$ cat src/common/ccdsts_pkg.sv
//------------------------------------------------------------
// ccd shutter / transfer sequencer constants
//------------------------------------------------------------
package ccdsts_pkg;

   localparam int          NPIX         = 8;
   localparam int          CW           = 16;
   localparam int          OW           = 32;
   localparam int          PIX_IDX_W    = 3;
   localparam logic [CW-1:0] FULL_WELL  = 16'h0fa0;
   localparam logic [CW-1:0] CHARGE_RST = 16'h0000;
   localparam logic [OW-1:0] OVF_RST    = 32'h0000_0000;
   localparam logic [3:0]    SHIFT_RST  = 4'h0;

   // line transfer phases, gray along idle -> tg high -> shifting
   typedef enum logic [1:0] {
      CCDSTS_XF_IDLE  = 2'b00,
      CCDSTS_XF_TG_HI = 2'b01,
      CCDSTS_XF_SHIFT = 2'b11
   } ccdsts_xfer_t;

endpackage : ccdsts_pkg

$ cat src/verilog/ccdsts_hshift.sv
`timescale 1ns/1ps
`default_nettype none
module ccdsts_hshift (
   // clock and reset
   input  wire logic                                        mclk,
   input  wire logic                                        resetn,
   // parallel load and shift
   input  wire logic                                        load,
   input  wire logic [ccdsts_pkg::NPIX*ccdsts_pkg::CW-1:0]  load_data,
   input  wire logic                                        shift,
   // output stage
   output logic      [ccdsts_pkg::CW-1:0]                   rd_data_q,
   output logic                                             rd_strobe_q
);
   import ccdsts_pkg::*;

   logic [NPIX-1:0][CW-1:0] cell_q;

   //------------------------------------------------------------
   // register cells
   //------------------------------------------------------------
   always_ff @(posedge mclk or negedge resetn) begin
      if (!resetn) begin
         cell_q <= '0;
      end else if (load) begin
         cell_q <= load_data;
      end else if (shift) begin
         cell_q <= {cell_q[NPIX-2:0], CHARGE_RST};
      end
   end

   //------------------------------------------------------------
   // output stage
   //------------------------------------------------------------
   always_ff @(posedge mclk or negedge resetn) begin
      if (!resetn) begin
         rd_data_q   <= CHARGE_RST;
         rd_strobe_q <= 1'b0;
      end else begin
         rd_strobe_q <= shift && !load;
         if (shift && !load) begin
            rd_data_q <= cell_q[NPIX-1];
         end
      end
   end
endmodule : ccdsts_hshift
`default_nettype wire

$ cat src/verilog/ccdsts_sensor.sv
`timescale 1ns/1ps
`default_nettype none
module ccdsts_sensor (
   // clock and reset
   input  wire logic                                mclk,
   input  wire logic                                resetn,
   // gate drive from the timing generator
   input  wire logic                                shutter_drain_gate,
   input  wire logic                                transfer_gate,
   input  wire logic                                hshift_phase_one,
   input  wire logic                                hshift_phase_two,
   input  wire logic                                slope_gate_far_end,
   input  wire logic                                slope_gate_near_end,
   // incident light, one pixel per cycle
   input  wire logic                                photo_valid,
   input  wire logic [ccdsts_pkg::PIX_IDX_W-1:0]    photo_pixel,
   input  wire logic [ccdsts_pkg::CW-1:0]           photo_charge,
   // readout
   output logic      [ccdsts_pkg::CW-1:0]           video_output,
   output logic                                     video_strobe,
   // status
   output logic      [ccdsts_pkg::OW-1:0]           overflow_drain_charge,
   output logic                                     shutter_open,
   output logic                                     slope_present,
   output logic                                     transfer_fault,
   output logic                                     line_shifting
);
   import ccdsts_pkg::*;

   // clamp to full well
   function automatic logic [CW-1:0] clamp_fw(input logic [CW:0] v);
      clamp_fw = (v > {1'b0, FULL_WELL}) ? FULL_WELL : v[CW-1:0];
   endfunction : clamp_fw

   // part above full well
   function automatic logic [CW:0] excess_fw(input logic [CW:0] v);
      excess_fw = (v > {1'b0, FULL_WELL}) ? (v - {1'b0, FULL_WELL}) : '0;
   endfunction : excess_fw

   logic                    tg_prev_q;
   logic                    p1_prev_q;
   logic                    tg_fall;
   logic                    p1_rise;
   logic                    slope;
   logic                    hs_load;
   logic                    hs_shift;
   logic [NPIX-1:0][CW-1:0] store_lvl;
   logic [NPIX-1:0][CW-1:0] tg_lvl;
   logic [NPIX-1:0][CW:0]   dump;
   logic [OW-1:0]           dump_sum;
   logic [OW-1:0]           ovf_q;
   logic                    fault_q;
   logic [3:0]              shift_cnt_q;
   ccdsts_xfer_t            xfer_q;

   //------------------------------------------------------------
   // gate edge detection
   //------------------------------------------------------------
   always_ff @(posedge mclk or negedge resetn) begin
      if (!resetn) begin
         tg_prev_q <= 1'b0;
         p1_prev_q <= 1'b0;
      end else begin
         tg_prev_q <= transfer_gate;
         p1_prev_q <= hshift_phase_one;
      end
   end

   assign tg_fall  = tg_prev_q && !transfer_gate;
   assign p1_rise  = hshift_phase_one && !p1_prev_q;
   assign slope    = slope_gate_far_end ^ slope_gate_near_end;
   assign hs_load  = tg_fall && hshift_phase_one;
   assign hs_shift = p1_rise && !transfer_gate && (xfer_q == CCDSTS_XF_SHIFT);

   //------------------------------------------------------------
   // per-pixel charge path
   //------------------------------------------------------------
   for (genvar i = 0; i < NPIX; i++) begin : gen_pix
      logic [CW-1:0] reg_q;
      logic [CW-1:0] store_q;
      logic [CW-1:0] tgc_q;
      logic [CW-1:0] inflow;
      logic [CW:0]   to_store;
      logic [CW:0]   sum;
      logic [CW:0]   tg_sum;
      logic [CW:0]   lost;

      assign inflow = (photo_valid && photo_pixel == PIX_IDX_W'(i)) ? photo_charge : CHARGE_RST;

      always_comb begin
         sum    = '0;
         lost   = '0;
         tg_sum = {1'b0, tgc_q};
         // slope moves resistive gate charge into the store each cycle
         to_store = slope ? ({1'b0, reg_q} + {1'b0, inflow}) : '0;
         sum      = {1'b0, store_q} + to_store;
         if (shutter_drain_gate) begin
            lost = sum;
         end else if (transfer_gate) begin
            tg_sum = {1'b0, tgc_q} + sum;
            lost   = excess_fw(tg_sum);
         end else begin
            lost = excess_fw(sum);
         end
         if (tg_fall && !hshift_phase_one) begin
            lost = lost + {1'b0, tgc_q};
         end
      end

      // resistive gate holds charge while no slope exists (pinned)
      always_ff @(posedge mclk or negedge resetn) begin
         if (!resetn) begin
            reg_q <= CHARGE_RST;
         end else if (slope) begin
            reg_q <= CHARGE_RST;
         end else begin
            reg_q <= clamp_fw({1'b0, reg_q} + {1'b0, inflow});
         end
      end

      always_ff @(posedge mclk or negedge resetn) begin
         if (!resetn) begin
            store_q <= CHARGE_RST;
         end else if (shutter_drain_gate || transfer_gate) begin
            store_q <= CHARGE_RST;
         end else begin
            store_q <= clamp_fw(sum);
         end
      end

      always_ff @(posedge mclk or negedge resetn) begin
         if (!resetn) begin
            tgc_q <= CHARGE_RST;
         end else if (transfer_gate && !shutter_drain_gate) begin
            tgc_q <= clamp_fw(tg_sum);
         end else if (tg_fall) begin
            tgc_q <= CHARGE_RST;
         end
      end

      assign store_lvl[i] = store_q;
      assign tg_lvl[i]    = tgc_q;
      assign dump[i]      = lost;
   end

   //------------------------------------------------------------
   // overflow drain accounting
   //------------------------------------------------------------
   always_comb begin
      dump_sum = '0;
      for (int k = 0; k < NPIX; k++) begin
         dump_sum = dump_sum + OW'(dump[k]);
      end
   end

   always_ff @(posedge mclk or negedge resetn) begin
      if (!resetn) begin
         ovf_q <= OVF_RST;
      end else begin
         ovf_q <= ovf_q + dump_sum;
      end
   end

   // transfer gate fell without phase one: charge lost, one-cycle flag
   always_ff @(posedge mclk or negedge resetn) begin
      if (!resetn) begin
         fault_q <= 1'b0;
      end else begin
         fault_q <= tg_fall && !hshift_phase_one;
      end
   end

   //------------------------------------------------------------
   // line transfer phase
   //------------------------------------------------------------
   always_ff @(posedge mclk or negedge resetn) begin
      if (!resetn) begin
         xfer_q      <= CCDSTS_XF_IDLE;
         shift_cnt_q <= SHIFT_RST;
      end else begin
         case (xfer_q)
            CCDSTS_XF_IDLE: begin
               if (transfer_gate) begin
                  xfer_q <= CCDSTS_XF_TG_HI;
               end
            end
            CCDSTS_XF_TG_HI: begin
               if (hs_load) begin
                  xfer_q      <= CCDSTS_XF_SHIFT;
                  shift_cnt_q <= SHIFT_RST;
               end else if (tg_fall) begin
                  xfer_q <= CCDSTS_XF_IDLE;
               end
            end
            CCDSTS_XF_SHIFT: begin
               if (transfer_gate) begin
                  xfer_q <= CCDSTS_XF_TG_HI;
               end else if (hs_shift) begin
                  shift_cnt_q <= shift_cnt_q + 4'h1;
                  if (shift_cnt_q == 4'(NPIX - 1)) begin
                     xfer_q <= CCDSTS_XF_IDLE;
                  end
               end
            end
            default: begin
               xfer_q <= CCDSTS_XF_IDLE;
            end
         endcase
      end
   end

   ccdsts_hshift u_hshift (
      .mclk        (mclk),
      .resetn      (resetn),
      .load        (hs_load),
      .load_data   (tg_lvl),
      .shift       (hs_shift),
      .rd_data_q   (video_output),
      .rd_strobe_q (video_strobe)
   );

   assign overflow_drain_charge = ovf_q;
   assign shutter_open          = !shutter_drain_gate;
   assign slope_present         = slope;
   assign transfer_fault        = fault_q;
   assign line_shifting         = (xfer_q == CCDSTS_XF_SHIFT);
endmodule : ccdsts_sensor
`default_nettype wire

$ cat config.mk
export PLATFORM = sky130hd
export DESIGN_NAME = ccdsts_sensor
export DESIGN_NICKNAME = d
export VERILOG_FILES = /design/src/common/ccdsts_pkg.sv /design/src/verilog/ccdsts_hshift.sv /design/src/verilog/ccdsts_sensor.sv
export SDC_FILE = /design/constraint.sdc
export NUM_CORES = 2
export LEC_CHECK = 0
export BUFFER_PORTS_ARGS = -buffer_cell sky130_fd_sc_hd__buf_2
export CAP_MARGIN = 20
export CORE_MARGIN = 10
export CORE_UTILIZATION = 62
export CTS_CLUSTER_DIAMETER = 60
export DETAILED_ROUTE_END_ITERATION = 10
export PLACE_DENSITY = 0.79
export SLEW_MARGIN = 10
export SYNTH_ARGS = -nofsm -noshare
export SYNTH_HDL_FRONTEND = slang
export SYNTH_SLANG_ARGS = --single-unit
$ cat constraint.sdc
create_clock -name mclk -period 14.13 [get_ports mclk]
set_clock_uncertainty 0.1 [all_clocks]
set_input_delay 1.413 -clock mclk [delete_from_list [all_inputs] [get_ports mclk]]
set_output_delay 1.413 -clock mclk [all_outputs]
set_load 0.1 [all_outputs]
==> out/summary.txt <==
DP Worst Slack -> -0.7629 ns
1st-pass router iterations -> 6
Clock Tree Buf Depth -> 3
Most common cell after layout, fill and taps aside -> buf_4
Via Count -> 62.85k
DIE HEIGHT -> 326.1 um
Crit end category -> flop
Starting Density -> 62.35%
Wire per inst -> 22.12 um
Vias/cell -> 6.385
Final slew viol count -> 0
Worst min path class -> reg -> reg
Io pins -> 81
Register area share after synthesis -> 24.55%
Root Buffer -> clkbuf_16
Yosys Warn Count -> 0
Starting DRT DRC Count -> 8020
Leak Pwr -> 0.03693 uW
Maximum VDD drop -> 1.124 mV
WP data arrival -> 14.28 ns
Dpl hpwl -> 164800 um
Placed insts -> 9660
Layout cell share with drive strength beyond 1 -> 24.50%
Post-synthesis cell type count -> 128
Critical Path Fanout Max -> 5
Slew HR -> 27.92%
RD Place Congestion -> 1.016
Max H-tree Level -> 3
Critical path's slowest cell -> fa_1
Port Buf Inserts -> 79
Total Wirelength -> 217800 um
# DRC -> 0
Layout area overhead -> 28.18%
Overall Global Routing Usage -> 38.59%
Ys flop type -> dfrtp_1
Initial antenna violation count -> 10
F_max -> 0.07247 GHz
Hold Path Stages -> 1
Yosys reg bits -> 570
Most frequent cells in the layout -> buf_4, nor2_1, nand2_1
Die ar. -> 106400 um^2
Fin. Hold Viols -> 0
Clock transition at the registers of the reported paths -> 0.06 ns
Number of global-route vias before repair -> 60.36k
Status -> complete, no violations
Crit-path max cell delay -> 0.57 ns
Startpoint types -> input port
Setup violation total in the final timing report -> 0
Post-Layout Cell Count -> 9843
Worst Max-Slew Pin Slew -> 1.080 ns
Post-synth EDFFs -> 0
NumNets Final -> 9250
CP Class -> in -> reg
Num Clock Sinks -> 570
PwrDens -> 230.0 nW/um^2
Number of buffers created by CTS -> 83
Max-Cap Viols -> 0
First-pass GRT wire length -> 329600 um
Final min period -> 13.80 ns
Fin crit share -> 97.66%
Grt ovf -> 0
Async S/R FF share, synth -> 100.0%
CTS tree -> built
Worst setup margin -> 0.3306 ns
Die W -> 326.1 um
Synth Area per Inst -> 8.200 um^2
Worst EP required -> 14.61 ns
# rows -> 112
Clk Latency, worst-skew pair -> 0.70 ns
Post-synthesis cell area -> 58100 um^2
Largest net degree at the start of global routing -> 92
Path depth of the worst reg2reg path -> 59
Core area -> 93190 um^2
Post-Syn Instances -> 7086
Routed Antenna Nets -> 0
## critical path, delay by kind of cell
family | cells | cell delay (ns)
compound gates | 22 | 4.27
fa+ha+maj | 11 | 4.07
simple gates | 15 | 2.47
buf+inv | 10 | 1.26
xor+xnor | 3 | 0.67
mux | 1 | 0.11
## registers in the layout, indices dropped and copies added, names as in the netlist
signal and cells:
gen_pix.reg_q 128, gen_pix.store_q 128, gen_pix.tgc_q 128, overflow_drain_charge 32, p1_prev_q 1, shift_cnt_q 4, tg_prev_q 1, transfer_fault 1
u_hshift.cell_q 128, u_hshift.rd_data_q 16, u_hshift.rd_strobe_q 1, xfer_q 2
## synthesized netlist by cell type (55+ instances only)
cell type | n | area (um^2)
a21oi_1 | 575 | 2878
nand2_1 | 632 | 2372
o211ai_1 | 56 | 420.4
and3_1 | 105 | 656.9
ha_1 | 556 | 6957
clkbuf_1 | 215 | 807.0
nand2b_1 | 93 | 581.8
a21o_1 | 155 | 1164
o21bai_1 | 55 | 412.9
nor2b_1 | 75 | 469.2
fa_1 | 150 | 3003
o21ai_0 | 321 | 1607
and2_1 | 195 | 1220
o21a_1 | 106 | 795.8
a211oi_1 | 88 | 660.6
inv_1 | 376 | 1411
or3_1 | 56 | 350.3
a31oi_1 | 191 | 1195
nor3_1 | 199 | 996.0
dfrtp_1 | 570 | 14260
xnor2_1 | 288 | 2522
nand3_1 | 129 | 645.6
xor2_1 | 193 | 1690
nor2_1 | 767 | 2879
## routing by layer
| metal | GRT usage [%] | vias up | routed length (um) |
|---|---|---|---|
| met5 | 0 | - | 27 |
| met4 | 20.07 | 4 | 12990 |
| met3 | 10.17 | 777 | 27260 |
| met2 | 57.79 | 3627 | 92330 |
| met1 | 50.81 | 30007 | 85160 |
| li1 | - | 28434 | - |
## area by class of cell
type,count,area [um^2]
Clock buffer,96,2206
Sequential cell,570,14260
Clock inverter,56,705.7
Tap cell,1254,1569
Timing Repair Buffer,1541,11450
Inverter,377,1416
Antenna cell,6,15.01
Multi-Input combinational cell,5943,42850
Fill cell,6135,18710
## per-stage QoR
| stage | area [um^2] | hold slack, ns | utilization, % | setup TNS [ns] | power (uW) |
|---|---|---|---|---|---|
| final | 74480 | 0.3762 | 79.92 | 0 | 17130 |
| after CTS | 73170 | 0.3755 | 78.52 | 0 | 15980 |
| after global routing | 74460 | 0.4074 | 79.91 | -2.126 | 18140 |
| after global placement | 70220 | 0.3525 | 75.35 | -4.650 | 13170 |
| after detailed placement | 70220 | 0.3630 | 75.35 | -10.21 | 13580 |
| after floorplan | 58350 | 0.3666 | - | 0 | 9041 |
## where the power goes
group	internal, uW	switching [uW]	total, uW	leakage, uW
logic	5910	6840	12700	0.0283
registers	1940	194	2140	0.00721
clock network	1340	905	2240	0.00144
total	9190	7940	17100	0.0369
## logic make-up (layout without fill, tap and decap cells)
family,Yosys count,after routing,share of synthesized area [%]
and+or+nand+nor,2519,2519,21.10
AOI/OAI and AO/OA,2088,2088,24.15
adders and majority gates,706,706,17.14
buffers and inverters,636,2070,4.188
DFF,570,570,24.55
xor gates and xnor gates,483,483,7.326
muxes,83,83,1.538
other,1,70,0.006454
## repair_timing
item	4_1_cts	5_1_grt
buffers inserted	0	23
endpoints found under the hold margin	0	0
cloned	0	0
pin swaps	1	86
gates resized for setup	11	264
hold buffers	0	0
endpoints found under the setup margin	11	21
## path summary, 6_finish.rpt
path / to / slack [ns] / from
setup / recovery: overflow_drain_charge[26] / 0.33 / photo_pixel[2]
hold / removal: overflow_drain_charge[31] / 0.38 / overflow_drain_charge[31]
setup reg to reg: overflow_drain_charge[26] / 1.33 / gen_pix[0].reg_q[0]
hold reg to reg: overflow_drain_charge[31] / 0.38 / overflow_drain_charge[31]
max in group asynchronous: overflow_drain_charge[31] / 10.25 / resetn
min in group asynchronous: gen_pix[7].reg_q[9] / 0.63 / resetn
No activity file was read; power rests on OpenSTA's default activity.
